--- src/include/udis_pkg.sv ---
/*
  Shared constants of the device-mode interrupt status block: register
  indices, bit positions, masks, reset values, bulk wrapper lengths and the
  bus inactivity timing. Assumes a 250 MHz system clock and a 32-bit
  AXI4-Lite register bus with byte address equal to four times the index.
*/
package udis_pkg;
  localparam int unsigned ADDR_W = 12;
  localparam int unsigned IDX_W = 10;
  localparam int unsigned NUM_EP = 5;
  localparam int unsigned EP_STAT_W = 8;
  localparam int unsigned ALARM_W = 16;
  localparam int unsigned ADDR_FIELD_W = 7;
  localparam int unsigned LEN_W = 10;

  localparam logic [IDX_W-1:0] BUS_EVENT_IDX = 10'h0b0;
  localparam logic [IDX_W-1:0] BULK_WRAPPER_IDX = 10'h0b3;
  localparam logic [IDX_W-1:0] EP_SUMMARY_IDX = 10'h0b4;
  localparam logic [IDX_W-1:0] CONTROL_IDX = 10'h0c0;
  localparam logic [IDX_W-1:0] STATUS_IDX = 10'h0c1;

  localparam int unsigned BEV_NON_IDLE = 6;
  localparam int unsigned BEV_FRAME_START = 5;
  localparam int unsigned BEV_BUS_RESET = 4;
  localparam int unsigned BEV_SUSPEND = 3;
  localparam int unsigned BEV_HANDSHAKE = 2;
  localparam int unsigned BEV_RESTORE = 1;
  localparam int unsigned BEV_ADDRESS = 0;
  localparam logic [7:0] BEV_MASK = 8'h7f;
  localparam logic [7:0] BEV_HOST_MASK = 8'h40;
  localparam logic [7:0] BEV_RESET_VAL = 8'h00;

  localparam int unsigned BULK_CMD_DONE = 7;
  localparam int unsigned BULK_CMD_LEN_ERR = 6;
  localparam int unsigned BULK_CMD_ERR = 5;
  localparam int unsigned BULK_STS_DONE = 3;
  localparam int unsigned BULK_STS_ERR = 2;
  localparam logic [7:0] BULK_MASK = 8'hec;
  localparam logic [7:0] BULK_RESET_VAL = 8'h00;

  localparam int unsigned SUM_ALARM_IN = 7;
  localparam int unsigned SUM_ALARM_OUT = 6;
  localparam logic [7:0] SUM_RESET_VAL = 8'h00;

  localparam int unsigned CTL_HOST_SEL = 0;
  localparam int unsigned CTL_ACTIVATE = 1;
  localparam int unsigned CTL_AUTO_NEGO = 2;
  localparam int unsigned CTL_DETECT_DIS = 3;
  localparam int unsigned CTL_AUTO_ADDR = 4;
  localparam int unsigned CTL_CHIRP_GO = 5;
  localparam int unsigned CTL_RESTORE_GO = 6;
  localparam int unsigned CTL_STORED_W = 5;
  localparam logic [CTL_STORED_W-1:0] CTL_RESET_VAL = 5'h00;

  localparam int unsigned STS_SPEED_FS = 0;
  localparam int unsigned STS_FS_TERM = 1;
  localparam int unsigned STS_HS_BUSY = 2;
  localparam int unsigned STS_RESTORE_BUSY = 3;
  localparam int unsigned STS_ADDR_LSB = 8;

  localparam logic [LEN_W-1:0] CMD_WRAPPER_LEN = 10'h01f;
  localparam logic [LEN_W-1:0] STS_WRAPPER_LEN = 10'h00d;

  localparam logic [1:0] RESP_OKAY = 2'h0;
  localparam logic [1:0] RESP_DECERR = 2'h3;

  localparam int unsigned CLK_PERIOD_NS = 4;
  localparam int unsigned INACT_TIME_NS = 3000;
  localparam int unsigned INACT_CYCLES = (INACT_TIME_NS + CLK_PERIOD_NS - 1) / CLK_PERIOD_NS;
  localparam int unsigned INACT_CNT_W = 10;
  localparam logic [INACT_CNT_W-1:0] INACT_LAST = INACT_CNT_W'(INACT_CYCLES - 1);
endpackage

--- src/design/udis_top.sv ---
/*
  Device-mode interrupt status block: bus-event flags, bulk wrapper flags,
  the endpoint/alarm summary, the speed and termination state, and an
  AXI4-Lite slave for its registers. Assumes the serial engine delivers
  its events as one-cycle pulses on aclk, and that the line state bits come
  from the transceiver pins asynchronously.
*/
// Decided for this implementation: the AXI4-Lite register port.
`timescale 1ns/1ns

module udis_top (
  input wire logic aclk,
  input wire logic aresetn,
  input wire logic [udis_pkg::ADDR_W-1:0] awaddr,
  input wire logic awvalid,
  output logic awready,
  input wire logic [31:0] wdata,
  input wire logic [3:0] wstrb,
  input wire logic wvalid,
  output logic wready,
  output logic [1:0] bresp,
  output logic bvalid,
  input wire logic bready,
  input wire logic [udis_pkg::ADDR_W-1:0] araddr,
  input wire logic arvalid,
  output logic arready,
  output logic [31:0] rdata,
  output logic [1:0] rresp,
  output logic rvalid,
  input wire logic rready,
  input wire logic line_j_pin,
  input wire logic line_se0_pin,
  input wire logic snooze_indicator,
  input wire logic suspend_indicator,
  input wire logic bus_activity,
  input wire logic frame_start_seen,
  input wire logic suspend_seen,
  input wire logic chirp_end,
  input wire logic chirp_hs,
  input wire logic restore_end,
  input wire logic setaddr_status_done,
  input wire logic [udis_pkg::ADDR_FIELD_W-1:0] setaddr_value,
  input wire logic cmd_wrapper_rx,
  input wire logic [udis_pkg::LEN_W-1:0] cmd_wrapper_len,
  input wire logic cmd_wrapper_bad,
  input wire logic sts_wrapper_tx,
  input wire logic [udis_pkg::LEN_W-1:0] sts_wrapper_len,
  input wire logic sts_wrapper_no_ack,
  input wire logic [udis_pkg::NUM_EP*udis_pkg::EP_STAT_W-1:0] ep_stat,
  input wire logic [udis_pkg::NUM_EP*udis_pkg::EP_STAT_W-1:0] ep_enb,
  input wire logic [udis_pkg::ALARM_W-1:0] alarm_in_stat,
  input wire logic [udis_pkg::ALARM_W-1:0] alarm_in_enb,
  input wire logic [udis_pkg::ALARM_W-1:0] alarm_out_stat,
  input wire logic [udis_pkg::ALARM_W-1:0] alarm_out_enb,
  output logic hs_mode,
  output logic fs_termination,
  output logic chirp_go,
  output logic restore_go,
  output logic [udis_pkg::ADDR_FIELD_W-1:0] device_address
);
  logic awready_r, wready_r, bvalid_r, arready_r, rvalid_r;
  logic [1:0] bresp_r, rresp_r;
  logic [31:0] rdata_r;
  logic aw_held_r, w_held_r;
  logic [udis_pkg::ADDR_W-1:0] aw_addr_r;
  logic [7:0] wdata_r;
  logic wstrb0_r;
  logic [1:0] sync1_r, sync2_r;
  logic [7:0] bus_event_status_reg, bulk_wrapper_status_reg, endpoint_summary_status_reg;
  logic [udis_pkg::CTL_STORED_W-1:0] ctrl_r;
  logic hs_mode_r, saved_hs_r, fs_term_r, chirp_go_r, restore_go_r, chirp_busy_r, restore_busy_r;
  logic [udis_pkg::ADDR_FIELD_W-1:0] dev_addr_r;
  logic [udis_pkg::INACT_CNT_W-1:0] inact_cnt_r;
  logic wr_fire, wr_hit, wr_low, dev_mode, line_j_s, line_se0_s, inact_done;
  logic reset_evt, suspend_evt, non_idle_enable;
  logic [udis_pkg::IDX_W-1:0] wr_idx, rd_idx;
  logic [7:0] bev_set, bev_clr, bulk_set, bulk_clr, bev_rd_mask;
  logic [31:0] rd_data_nxt;
  logic rd_hit_nxt;
  logic [udis_pkg::NUM_EP-1:0] ep_any;

  assign awready = awready_r;
  assign wready = wready_r;
  assign bvalid = bvalid_r;
  assign bresp = bresp_r;
  assign arready = arready_r;
  assign rvalid = rvalid_r;
  assign rdata = rdata_r;
  assign rresp = rresp_r;
  assign hs_mode = hs_mode_r;
  assign fs_termination = fs_term_r;
  assign chirp_go = chirp_go_r;
  assign restore_go = restore_go_r;
  assign device_address = dev_addr_r;

  assign dev_mode = ~ctrl_r[udis_pkg::CTL_HOST_SEL];
  assign line_j_s = sync2_r[0];
  assign line_se0_s = sync2_r[1];
  assign wr_idx = aw_addr_r[udis_pkg::ADDR_W-1:2];
  assign rd_idx = araddr[udis_pkg::ADDR_W-1:2];
  assign wr_fire = aw_held_r & w_held_r & ~bvalid_r;
  assign wr_low = wr_fire & wstrb0_r;
  assign bev_rd_mask = dev_mode ? udis_pkg::BEV_MASK : udis_pkg::BEV_HOST_MASK;

  // The line state pins are asynchronous; only the second stage is read.
  always_ff @(posedge aclk) begin
    if (!aresetn) begin
      sync1_r <= 2'h0;
      sync2_r <= 2'h0;
    end else begin
      sync1_r <= {line_se0_pin, line_j_pin};
      sync2_r <= sync1_r;
    end
  end

  // Write address and data are taken independently and held until the response is accepted.
  always_ff @(posedge aclk) begin
    if (!aresetn) begin
      awready_r <= 1'b0;
      aw_held_r <= 1'b0;
      aw_addr_r <= '0;
    end else if (awvalid && awready_r) begin
      awready_r <= 1'b0;
      aw_held_r <= 1'b1;
      aw_addr_r <= awaddr;
    end else if (bvalid_r && bready) begin
      aw_held_r <= 1'b0;
      awready_r <= 1'b1;
    end else if (!aw_held_r && !bvalid_r) begin
      awready_r <= 1'b1;
    end
  end

  always_ff @(posedge aclk) begin
    if (!aresetn) begin
      wready_r <= 1'b0;
      w_held_r <= 1'b0;
      wdata_r <= 8'h00;
      wstrb0_r <= 1'b0;
    end else if (wvalid && wready_r) begin
      wready_r <= 1'b0;
      w_held_r <= 1'b1;
      wdata_r <= wdata[7:0];
      wstrb0_r <= wstrb[0];
    end else if (bvalid_r && bready) begin
      w_held_r <= 1'b0;
      wready_r <= 1'b1;
    end else if (!w_held_r && !bvalid_r) begin
      wready_r <= 1'b1;
    end
  end

  always_comb begin
    case (wr_idx)
      udis_pkg::BUS_EVENT_IDX, udis_pkg::BULK_WRAPPER_IDX, udis_pkg::EP_SUMMARY_IDX,
      udis_pkg::CONTROL_IDX, udis_pkg::STATUS_IDX: wr_hit = 1'b1;
      default: wr_hit = 1'b0;
    endcase
  end

  always_ff @(posedge aclk) begin
    if (!aresetn) begin
      bvalid_r <= 1'b0;
      bresp_r <= udis_pkg::RESP_OKAY;
    end else if (wr_fire) begin
      bvalid_r <= 1'b1;
      bresp_r <= wr_hit ? udis_pkg::RESP_OKAY : udis_pkg::RESP_DECERR;
    end else if (bready) begin
      bvalid_r <= 1'b0;
    end
  end

  always_comb begin
    rd_data_nxt = 32'h0000_0000;
    rd_hit_nxt = 1'b1;
    case (rd_idx)
      udis_pkg::BUS_EVENT_IDX: rd_data_nxt[7:0] = bus_event_status_reg & bev_rd_mask;
      udis_pkg::BULK_WRAPPER_IDX: rd_data_nxt[7:0] = bulk_wrapper_status_reg;
      udis_pkg::EP_SUMMARY_IDX: rd_data_nxt[7:0] = endpoint_summary_status_reg;
      udis_pkg::CONTROL_IDX: rd_data_nxt[udis_pkg::CTL_STORED_W-1:0] = ctrl_r;
      udis_pkg::STATUS_IDX: begin
        rd_data_nxt[udis_pkg::STS_SPEED_FS] = ~hs_mode_r;
        rd_data_nxt[udis_pkg::STS_FS_TERM] = fs_term_r;
        rd_data_nxt[udis_pkg::STS_HS_BUSY] = chirp_busy_r;
        rd_data_nxt[udis_pkg::STS_RESTORE_BUSY] = restore_busy_r;
        rd_data_nxt[udis_pkg::STS_ADDR_LSB +: udis_pkg::ADDR_FIELD_W] = dev_addr_r;
      end
      default: rd_hit_nxt = 1'b0;
    endcase
  end

  always_ff @(posedge aclk) begin
    if (!aresetn) begin
      arready_r <= 1'b0;
      rvalid_r <= 1'b0;
      rdata_r <= 32'h0000_0000;
      rresp_r <= udis_pkg::RESP_OKAY;
    end else if (arvalid && arready_r) begin
      arready_r <= 1'b0;
      rvalid_r <= 1'b1;
      rdata_r <= rd_data_nxt;
      rresp_r <= rd_hit_nxt ? udis_pkg::RESP_OKAY : udis_pkg::RESP_DECERR;
    end else if (rvalid_r && rready) begin
      rvalid_r <= 1'b0;
      arready_r <= 1'b1;
    end else if (!rvalid_r) begin
      arready_r <= 1'b1;
    end
  end

  // Start bits self-clear; they only launch a pulse and mark the operation busy.
  always_ff @(posedge aclk) begin
    if (!aresetn) begin
      ctrl_r <= udis_pkg::CTL_RESET_VAL;
      chirp_go_r <= 1'b0;
      restore_go_r <= 1'b0;
    end else begin
      chirp_go_r <= wr_low && wr_idx == udis_pkg::CONTROL_IDX && wdata_r[udis_pkg::CTL_CHIRP_GO];
      restore_go_r <= wr_low && wr_idx == udis_pkg::CONTROL_IDX && wdata_r[udis_pkg::CTL_RESTORE_GO];
      if (wr_low && wr_idx == udis_pkg::CONTROL_IDX) begin
        ctrl_r <= wdata_r[udis_pkg::CTL_STORED_W-1:0];
      end
    end
  end

  assign inact_done = hs_mode_r && !bus_activity && inact_cnt_r == udis_pkg::INACT_LAST;

  // inactivity falls back to full speed.
  always_ff @(posedge aclk) begin
    if (!aresetn || !hs_mode_r || bus_activity) begin
      inact_cnt_r <= '0;
    end else if (!inact_done) begin
      inact_cnt_r <= inact_cnt_r + 1'b1;
    end
  end

  always_ff @(posedge aclk) begin
    if (!aresetn) begin
      hs_mode_r <= 1'b0;
      saved_hs_r <= 1'b0;
      fs_term_r <= 1'b0;
      chirp_busy_r <= 1'b0;
      restore_busy_r <= 1'b0;
    end else begin
      if (inact_done) begin
        saved_hs_r <= 1'b1;
        hs_mode_r <= 1'b0;
        fs_term_r <= 1'b1;
      end else if (chirp_end && chirp_busy_r) begin
        hs_mode_r <= chirp_hs;
        fs_term_r <= 1'b0;
      end else if (restore_end && restore_busy_r) begin
        hs_mode_r <= saved_hs_r;
        fs_term_r <= 1'b0;
      end
      chirp_busy_r <= chirp_go_r | (chirp_busy_r & ~chirp_end);
      restore_busy_r <= restore_go_r | (restore_busy_r & ~restore_end);
    end
  end

  assign reset_evt = ctrl_r[udis_pkg::CTL_ACTIVATE] & ~ctrl_r[udis_pkg::CTL_DETECT_DIS] & line_se0_s
                     & ~hs_mode_r & ~bus_event_status_reg[udis_pkg::BEV_SUSPEND];
  assign suspend_evt = suspend_seen & ~ctrl_r[udis_pkg::CTL_DETECT_DIS] & ~reset_evt
                       & ~bus_event_status_reg[udis_pkg::BEV_BUS_RESET];
  assign non_idle_enable = snooze_indicator | (suspend_indicator & ctrl_r[udis_pkg::CTL_AUTO_NEGO]);
  always_comb begin
    bev_set = 8'h00;
    bev_set[udis_pkg::BEV_NON_IDLE] = non_idle_enable & ~line_j_s;
    bev_set[udis_pkg::BEV_FRAME_START] = frame_start_seen;
    bev_set[udis_pkg::BEV_BUS_RESET] = reset_evt;
    bev_set[udis_pkg::BEV_SUSPEND] = suspend_evt;
    bev_set[udis_pkg::BEV_HANDSHAKE] = chirp_end & chirp_busy_r;
    bev_set[udis_pkg::BEV_RESTORE] = restore_end & restore_busy_r;
    bev_set[udis_pkg::BEV_ADDRESS] = setaddr_status_done & ctrl_r[udis_pkg::CTL_AUTO_ADDR];
  end

  always_comb begin
    bulk_set = 8'h00;
    bulk_set[udis_pkg::BULK_CMD_DONE] = cmd_wrapper_rx & ~cmd_wrapper_bad & cmd_wrapper_len == udis_pkg::CMD_WRAPPER_LEN;
    bulk_set[udis_pkg::BULK_CMD_LEN_ERR] = cmd_wrapper_rx & cmd_wrapper_len != udis_pkg::CMD_WRAPPER_LEN;
    bulk_set[udis_pkg::BULK_CMD_ERR] = cmd_wrapper_rx & cmd_wrapper_bad;
    bulk_set[udis_pkg::BULK_STS_DONE] = sts_wrapper_tx & sts_wrapper_len == udis_pkg::STS_WRAPPER_LEN;
    bulk_set[udis_pkg::BULK_STS_ERR] = sts_wrapper_no_ack;
  end

  assign bev_clr = (wr_low && wr_idx == udis_pkg::BUS_EVENT_IDX) ? (wdata_r & bev_rd_mask) : 8'h00;
  assign bulk_clr = (wr_low && wr_idx == udis_pkg::BULK_WRAPPER_IDX) ? wdata_r : 8'h00;

  // A set in the same cycle as its clear wins, so no event is lost.
  always_ff @(posedge aclk) begin
    if (!aresetn) begin
      bus_event_status_reg <= udis_pkg::BEV_RESET_VAL;
    end else begin
      bus_event_status_reg <= ((bus_event_status_reg & ~bev_clr) | bev_set) & udis_pkg::BEV_MASK;
    end
  end

  always_ff @(posedge aclk) begin
    if (!aresetn) begin
      bulk_wrapper_status_reg <= udis_pkg::BULK_RESET_VAL;
    end else begin
      bulk_wrapper_status_reg <= ((bulk_wrapper_status_reg & ~bulk_clr) | bulk_set) & udis_pkg::BULK_MASK;
    end
  end

  always_ff @(posedge aclk) begin
    if (!aresetn) begin
      dev_addr_r <= '0;
    end else if (bev_set[udis_pkg::BEV_ADDRESS]) begin
      dev_addr_r <= setaddr_value;
    end
  end

  for (genvar e = 0; e < udis_pkg::NUM_EP; e++) begin : g_ep
    assign ep_any[e] = |(ep_stat[e*udis_pkg::EP_STAT_W +: udis_pkg::EP_STAT_W]
                         & ep_enb[e*udis_pkg::EP_STAT_W +: udis_pkg::EP_STAT_W]);
  end

  always_ff @(posedge aclk) begin
    if (!aresetn) begin
      endpoint_summary_status_reg <= udis_pkg::SUM_RESET_VAL;
    end else begin
      endpoint_summary_status_reg <= {|(alarm_in_stat & alarm_in_enb), |(alarm_out_stat & alarm_out_enb),
                                      1'b0, ep_any};
    end
  end

  frame_flag_a: assert property (@(posedge aclk) disable iff (!aresetn)
    frame_start_seen |=> bus_event_status_reg[udis_pkg::BEV_FRAME_START])
    else $error("Frame-start flag did not set.");
  w1c_clear_a: assert property (@(posedge aclk) disable iff (!aresetn)
    $fell(bulk_wrapper_status_reg[udis_pkg::BULK_CMD_DONE]) |-> $past(bulk_clr[udis_pkg::BULK_CMD_DONE]))
    else $error("Command-wrapper flag fell without a clear.");
  suspend_block_a: assert property (@(posedge aclk) disable iff (!aresetn)
    $rose(bus_event_status_reg[udis_pkg::BEV_SUSPEND]) |-> !$past(bus_event_status_reg[udis_pkg::BEV_BUS_RESET]))
    else $error("Suspend set while reset pending.");
  reset_block_a: assert property (@(posedge aclk) disable iff (!aresetn)
    $rose(bus_event_status_reg[udis_pkg::BEV_BUS_RESET]) |-> !$past(bus_event_status_reg[udis_pkg::BEV_SUSPEND]))
    else $error("Reset set while suspend pending.");
  reset_gate_a: assert property (@(posedge aclk) disable iff (!aresetn)
    $rose(bus_event_status_reg[udis_pkg::BEV_BUS_RESET]) |-> $past(ctrl_r[udis_pkg::CTL_ACTIVATE]))
    else $error("Reset detected while inactive.");
  fs_fallback_a: assert property (@(posedge aclk) disable iff (!aresetn)
    inact_done |=> fs_term_r && !hs_mode_r)
    else $error("No full-speed fallback after inactivity.");
  chirp_speed_a: assert property (@(posedge aclk) disable iff (!aresetn)
    chirp_end && chirp_busy_r |=> bus_event_status_reg[udis_pkg::BEV_HANDSHAKE] && hs_mode_r == $past(chirp_hs))
    else $error("Handshake end not reflected.");
  addr_load_a: assert property (@(posedge aclk) disable iff (!aresetn)
    $rose(bus_event_status_reg[udis_pkg::BEV_ADDRESS]) |-> dev_addr_r == $past(setaddr_value))
    else $error("Address not loaded with flag.");
  host_hide_a: assert property (@(posedge aclk) disable iff (!aresetn)
    arvalid && arready_r && rd_idx == udis_pkg::BUS_EVENT_IDX && !dev_mode |=> rdata_r[5:0] == 6'h00)
    else $error("Sync bits visible in host mode.");
  cmd_len_a: assert property (@(posedge aclk) disable iff (!aresetn)
    cmd_wrapper_rx && cmd_wrapper_len != udis_pkg::CMD_WRAPPER_LEN
      |=> bulk_wrapper_status_reg[udis_pkg::BULK_CMD_LEN_ERR] && !$rose(bulk_wrapper_status_reg[udis_pkg::BULK_CMD_DONE]))
    else $error("Command wrapper length error missed.");
  ep_summary_a: assert property (@(posedge aclk) disable iff (!aresetn)
    ##1 endpoint_summary_status_reg[udis_pkg::NUM_EP-1:0] == $past(ep_any))
    else $error("Endpoint summary mismatch.");
  unmapped_a: assert property (@(posedge aclk) disable iff (!aresetn)
    arvalid && arready_r && !rd_hit_nxt |=> rresp_r == udis_pkg::RESP_DECERR && rdata_r == 32'h0000_0000)
    else $error("Unmapped read not refused.");

  reset_seen_c: cover property (@(posedge aclk) disable iff (!aresetn)
    $rose(bus_event_status_reg[udis_pkg::BEV_BUS_RESET]));
  set_clear_c: cover property (@(posedge aclk) disable iff (!aresetn)
    |(bev_set & bev_clr));
  restore_c: cover property (@(posedge aclk) disable iff (!aresetn)
    inact_done ##[1:1000] (restore_end && restore_busy_r));
endmodule

--- config.mk ---
export PLATFORM = sky130hd
export DESIGN_NAME = udis_top
export DESIGN_NICKNAME = d
export VERILOG_FILES = /design/src/include/udis_pkg.sv /design/src/design/udis_top.sv
export SDC_FILE = /design/constraint.sdc
export NUM_CORES = 1
export LEC_CHECK = 0
export BUFFER_PORTS_ARGS = -buffer_cell sky130_fd_sc_hd__buf_4
export CAP_MARGIN = 5
export CORE_MARGIN = 10
export CORE_UTILIZATION = 38
export DETAILED_ROUTE_END_ITERATION = 8
export PLACE_DENSITY = 0.85
export SETUP_SLACK_MARGIN = 0.3
export SYNTH_ARGS = -nofsm -noshare
export SYNTH_HDL_FRONTEND = slang
export SYNTH_SLANG_ARGS = --single-unit
export TNS_END_PERCENT = 100
--- constraint.sdc ---
create_clock -name aclk -period 1.7 [get_ports aclk]
set_input_delay 0.085 -clock aclk [delete_from_list [all_inputs] [get_ports aclk]]
set_output_delay 0.085 -clock aclk [all_outputs]
set_load 0.02 [all_outputs]
# [Word-level counts from Yosys, hierarchy flattened]
# Index checks and enable logic that the tools add are counted.
# W data, S select, Z words.
[op_classes] reduce_logical=45 n_eq_ne=15 mux=29 n_bitwise=51 n_addsub=1
[ops] operator="$eq A10 B8 Y1 const B" n=10
[ops] operator="$and A8 B8 Y8" n=6
[ops] operator="$reduce_or A8 Y1" n=5
[ops] operator="$and A16 B16 Y16" n=2
[ops] operator="$reduce_or A16 Y1" n=2
[ops] operator="$and A1 B1 Y1" n=22
[ops] operator="$and A7 B7 Y7" n=3
[ops] operator="$mux W1" n=20
[ops] operator="$pmux W4 S5" n=1
[ops] operator="$logic_and A1 B1 Y1" n=16
[ops] operator="$mux W7" n=2
[ops] operator="$reduce_bool A2 Y1" n=7
[ops] operator="$not A1 Y1" n=11
[ops] operator="$add A10 B1 Y10 const B" n=1
[ops] operator="$eq A10 B10 Y1 const B" n=1
[ops] operator="$eq A10 B4 Y1 const B" n=1
[ops] operator="$eq A10 B5 Y1 const B" n=1
[ops] operator="$ne A10 B5 Y1 const B" n=1
[ops] operator="$reduce_or A5 Y1" n=2
[ops] operator="$pmux W3 S3" n=1
[ops] operator="$mux W8" n=1
[ops] operator="$not A8 Y8" n=1
[ops] operator="$or A8 B8 Y8" n=1
[ops] operator="$reduce_or A2 Y1" n=4
[ops] operator="other kinds (10)" n=19
[word_totals] output_inout_bits=52 wordCells=171 ff_bits=103 inputBits=253

# [Longest topological paths before layout]
[logic_depth] depth_word=9 mapped_depth=7 mapped_depth_nobuf=6

# [Worst setup path after synthesis]
# No wires, ideal clock.
[synth_path] path_type="flip-flop to flip-flop" start="reg bvalid_r, in the netlist bvalid" end="reg bus_event_status_reg[3]" period_less_slack_ns=1.652 required_time_ns=1.560 slack_ns=0.048 setup_time_ns=0.140 t_arrival_ns=1.513 stages_incl_launch_ff=6 path_buffers=1 cell_sequence="dfxtp_1 > and3b_1 > clkbuf_1 > nand4b_2 > nor4b_4 > a311oi_1"
[synth_via] elab_chain_len=8
[synth_rtl] element="start: declaration" line_no="udis_top.sv:61" rtl="logic awready_r, wready_r, bvalid_r, arready_r, rvalid_r;"
[synth_rtl] element="start signal: assignment" line_no="udis_top.sv:163" rtl="bvalid_r <= 1'b0;"
[synth_rtl] element="start signal: assignment" line_no="udis_top.sv:166" rtl="bvalid_r <= 1'b1;"
[synth_rtl] element="start signal: assignment" line_no="udis_top.sv:169" rtl="bvalid_r <= 1'b0;"
[synth_rtl] element="$not A1 Y1" line_no="udis_top.sv:101" rtl="assign wr_fire = aw_held_r & w_held_r & ~bvalid_r;"
[synth_rtl] element="$and A1 B1 Y1" line_no="udis_top.sv:101"
[synth_rtl] element="$and A1 B1 Y1" line_no="udis_top.sv:102" rtl="assign wr_low = wr_fire & wstrb0_r;"
[synth_rtl] element="$logic_and A1 B1 Y1" line_no="udis_top.sv:286" rtl="assign bev_clr = (wr_low && wr_idx == udis_pkg::BUS_EVENT_IDX) ? (wdata_r & bev_rd_mask) : 8'h00;"
[synth_rtl] element="$mux W7" line_no="udis_top.sv:286"
[synth_rtl] element="$not A7 Y7" line_no="udis_top.sv:294" rtl="bus_event_status_reg <= ((bus_event_status_reg & ~bev_clr) | bev_set) & udis_pkg::BEV_MASK;"
[synth_rtl] element="$and A7 B7 Y7" line_no="udis_top.sv:294"
[synth_rtl] element="$or A7 B7 Y7" line_no="udis_top.sv:294"
[synth_rtl] element="end signal: assignment" line_no="udis_top.sv:292" rtl="bus_event_status_reg <= udis_pkg::BEV_RESET_VAL;"
[synth_rtl] element="end signal: assignment" line_no="udis_top.sv:294"
[synth_rtl] element="end: declaration" line_no="udis_top.sv:69" rtl="logic [7:0] bus_event_status_reg, bulk_wrapper_status_reg, endpoint_summary_status_reg;"
# No other way between the ends.
# A chain may end at the register's enable or synchronous reset.

# [Final worst setup path]
[layout_path] start="reg aw_addr_r[7] (netlist bit)" end="reg bus_event_status_reg[3]"
[layout_via] elab_chain_len=6
[layout_rtl] element="start: declaration" line_no="udis_top.sv:65" rtl="logic [udis_pkg::ADDR_W-1:0] aw_addr_r;"
[layout_rtl] element="start signal: assignment" line_no="udis_top.sv:125" rtl="aw_addr_r <= awaddr;"
[layout_rtl] element="$eq A10 B8 Y1" line_no="udis_top.sv:286"
[layout_rtl] element="$logic_and A1 B1 Y1" line_no="udis_top.sv:286"
[layout_rtl] element="$mux W7" line_no="udis_top.sv:286"
[layout_rtl] element="$not A7 Y7" line_no="udis_top.sv:294"
[layout_rtl] element="$and A7 B7 Y7" line_no="udis_top.sv:294"
[layout_rtl] element="$or A7 B7 Y7" line_no="udis_top.sv:294"
# No other way between the ends.

==> flow_metrics.py <==
metrics = {
    "outcome": {
        "status": "completed",
    },
    "yosys": {
        "yosysSeqAreaShare_pct": 43.4,
        "ys_async_sr_fraction_pct": 0,
        "ys_warn_count": 0,
        "syn_inst": 505,
        "ys_ff_latch": 95,
        "synth_area_um2": 4380,
        "ys.flop_type": "dfxtp_1",
        "synth_area_leader_cell": "dfxtp_1",
        "synth_top_area_share_pct": 43.4,
        "syn_area_per_cell_um2": 8.67,
        "synth_cell_types": 54,
        "netlist_top_cells_area": "dfxtp_1 43%, nand2_1 6.2%, a21oi_1 5.6%, a22oi_1 4.3%, a22o_1 3.6%",
        "synth-edff-count": 0,
    },
    "worst_setup_path": {
        "rr_worst_depth": 5,
        "arrival_ps": 1750,
        "worst_setup_path_end_kind": "register",
        "startpoint": "aw_addr_r[7]",
        "cp.depth": 5,
        "crit_buf_inv": 2,
        "critPathTopFamily": "simple AND/OR/NAND/NOR gates",
        "critPathKind": "reg -> reg",
        "endpoint": "bus_event_status_reg[3]",
        "critPathSlowestCell": "nor4bb_1",
        "path_cells": "buf_4, nor4bb_1, nor4b_4, buf_4, a311oi_1",
        "worst-path-max-fanout": 6,
        "cp.required_ps": 1910,
        "ff2ff_setup_slack_ps": 160,
        "worstSetupStartpointType": "register",
        "r2r_start": "aw_addr_r[7]",
        "timing.rr.end": "bus_event_status_reg[3]",
        "crit_path_frequent_cell": "buf_4",
        "slowest_delay_ps": 420,
    },
    "placement": {
        "pre_cts_slack_ps": 67.6,
        "gp_congestion": 0.865,
        "port_buffers": 256,
        "dp_hpwl_mm": 13.8,
    },
    "die": {
        "rows": 39,
        "ioPinCount": 305,
        "initial_core_util_pct": 38.5,
        "die_x_um": 127,
        "core_um2": 11400,
        "dieArea_um2": 16200,
        "fp.dieH_um": 127,
    },
    "sta": {
        "rsz0062_at_grt": "true",
        "post-route-min-period_ps": 1540,
        "hold_viol_final": 0,
        "fmax_mhz": 649,
        "fin_crit_sh_pct": 90.7,
        "setup_ws_ps": 158,
        "setup_viol": 0,
        "fin_worst_skew_ps": 6.88,
        "slew_violations": 0,
        "tns_ps": 0,
    },
    "layout": {
        "layout-drive-gt1-share_pct": 42.5,
        "largest_reg_flops": 15,
        "final_cell_mix": "277 x buf_4, 84 x dfxtp_1, 72 x nand2_1",
        "layout_commonest_cell": "buf_4",
        "n_antenna_cell": 0,
        "final_nets": 1057,
        "syn_to_final_growth_pct": 66.5,
    },
    "clock_network": {
        "root_buffer": "clkbuf_16",
        "cts_buffer_depth": 2,
        "cts.clk_slew.worst_paths_ps": 60,
        "cts_tree": "yes",
        "clk_latency_ps": 350,
        "cts-buffers-inserted": 9,
        "h-tree-depth": 3,
        "clock_sinks": 95,
    },
    "grt": {
        "grt_usage_pct": 19.8,
        "antenna_found_initial": 0,
        "grt_start_max_net_pins": 25,
        "gr-total-overflow": 0,
        "grt_pass1_vias": 5030,
        "grt_first_pass_wirelength_mm": 26.2,
    },
    "pwr": {
        "p_int_mw": 4.19,
        "sw_frac_of_total_pct": 23.2,
        "p_comb_share_pct": 15.5,
        "seqPwrFrac_pct": 43.0,
        "power_frac_clock_pct": 41.5,
        "p_sw_mw": 1.27,
        "p_leak_nw": 3.21,
        "peakVddDrop_v": 0.000715,
        "power_density_nw_per_um2": 749,
    },
    "route": {
        "dr.pass1.iters": 5,
        "routed_wl_mm": 17.5,
        "drt_iter0_markers": 307,
        "viasPerCell": 5.21,
        "vias": 4951,
        "ant_nets": 0,
        "drc": 0,
        "wl_per_cell_um": 18.4,
    },
    "hold_path": {
        "hold_path_class": "in -> reg",
    },
    "flow_run": {
        "cap_violations": 0,
    },
}
-- layout make-up --
type,instances,area (um2)
fill,932,4080
clock buffer,11,253
multi-input combinational,381,2460
sequential,95,1920
timing repair buffer,305,2360
clock inverter,5,88.8
inverter,10,37.5
tap,143,179
-- Yosys cell counts, drive strengths merged (12+ instances only) --
cell type	number
dfxtp	95
nand2	72
a21oi	49
a22oi	25
nor2	24
o21ai	24
buf	19
a22o	18
clkbuf	17
a31oi	14
and2	14
nand3	12
-- layer usage --
layer  track usage (%)  vias up  share of wire, %
met1              22.7     2294                39
li1                  -     2430                 -
met4              4.89        0               1.6
met2              34.4      198                52
met5                 0        -                 0
met3              6.74       29               7.1
-- through the flow --
step                hold slack [ps]  std cells  power, mW  util (%)  cell area [um2]
global route                   20.2        950       5.65      64.1             7290
finish                         10.7        950       5.46      64.1             7290
floorplan                       212        521       2.69         -             4490
detailed placement              298        895       3.16      56.8             6450
global placement                296        895       3.15      56.8             6450
CTS                            2.47        947       5.48      63.4             7210
-- tightest hold or removal path: cells and delay by family --
family	cells	cell delay (ps)
buf+inv	2	150
compound gates	1	70
-- kinds of logic (layout without fill, tap and decap cells) --
group | count (synthesis) | after routing | synth area share, %
buf+inv | 46 | 331 | 5.57
compound gates | 162 | 162 | 24.4
other cells | 1 | 17 | 0.0856
mux | 4 | 4 | 1.00
fa+ha+maj | 2 | 2 | 0.571
flops | 95 | 95 | 43.4
simple gates | 189 | 190 | 23.8
xor+xnor | 6 | 6 | 1.20
-- power groups by stage --
stage | logic, mW | registers (mW) | clock network, mW
detailed placement | 0.769 | 2.40 | 0
global route | 0.915 | 2.36 | 2.38
global placement | 0.758 | 2.39 | 0
floorplan | 0.288 | 2.40 | 0
finish | 0.847 | 2.35 | 2.26
CTS | 0.836 | 2.35 | 2.30
-- how the worst min path moves through the flow --
stage	end	slack, ps	cells past startpoint	start
final	bulk_wrapper_status_reg[2]	10	3	sts_wrapper_no_ack
after global routing	wdata_r[1]	20	3	wdata[1]
after CTS	wdata_r[7]	2	3	wdata[7]
after detailed placement	sync1_r[0]	300	2	line_j_pin
after global placement	sync1_r[0]	300	2	line_j_pin
after floorplan	sync1_r[0]	210	1	line_j_pin
-- repair_timing --
action | in CTS | in global routing
pin swaps | 19 | 17
hold buffers | 27 | 0
setup buffers | 8 | 3
endpoints found under the setup margin | 29 | 37
gates resized for setup | 27 | 15
gates cloned | 1 | 0
hold endpoints to repair | 27 | 0
No activity file was read; power rests on OpenSTA's default activity.
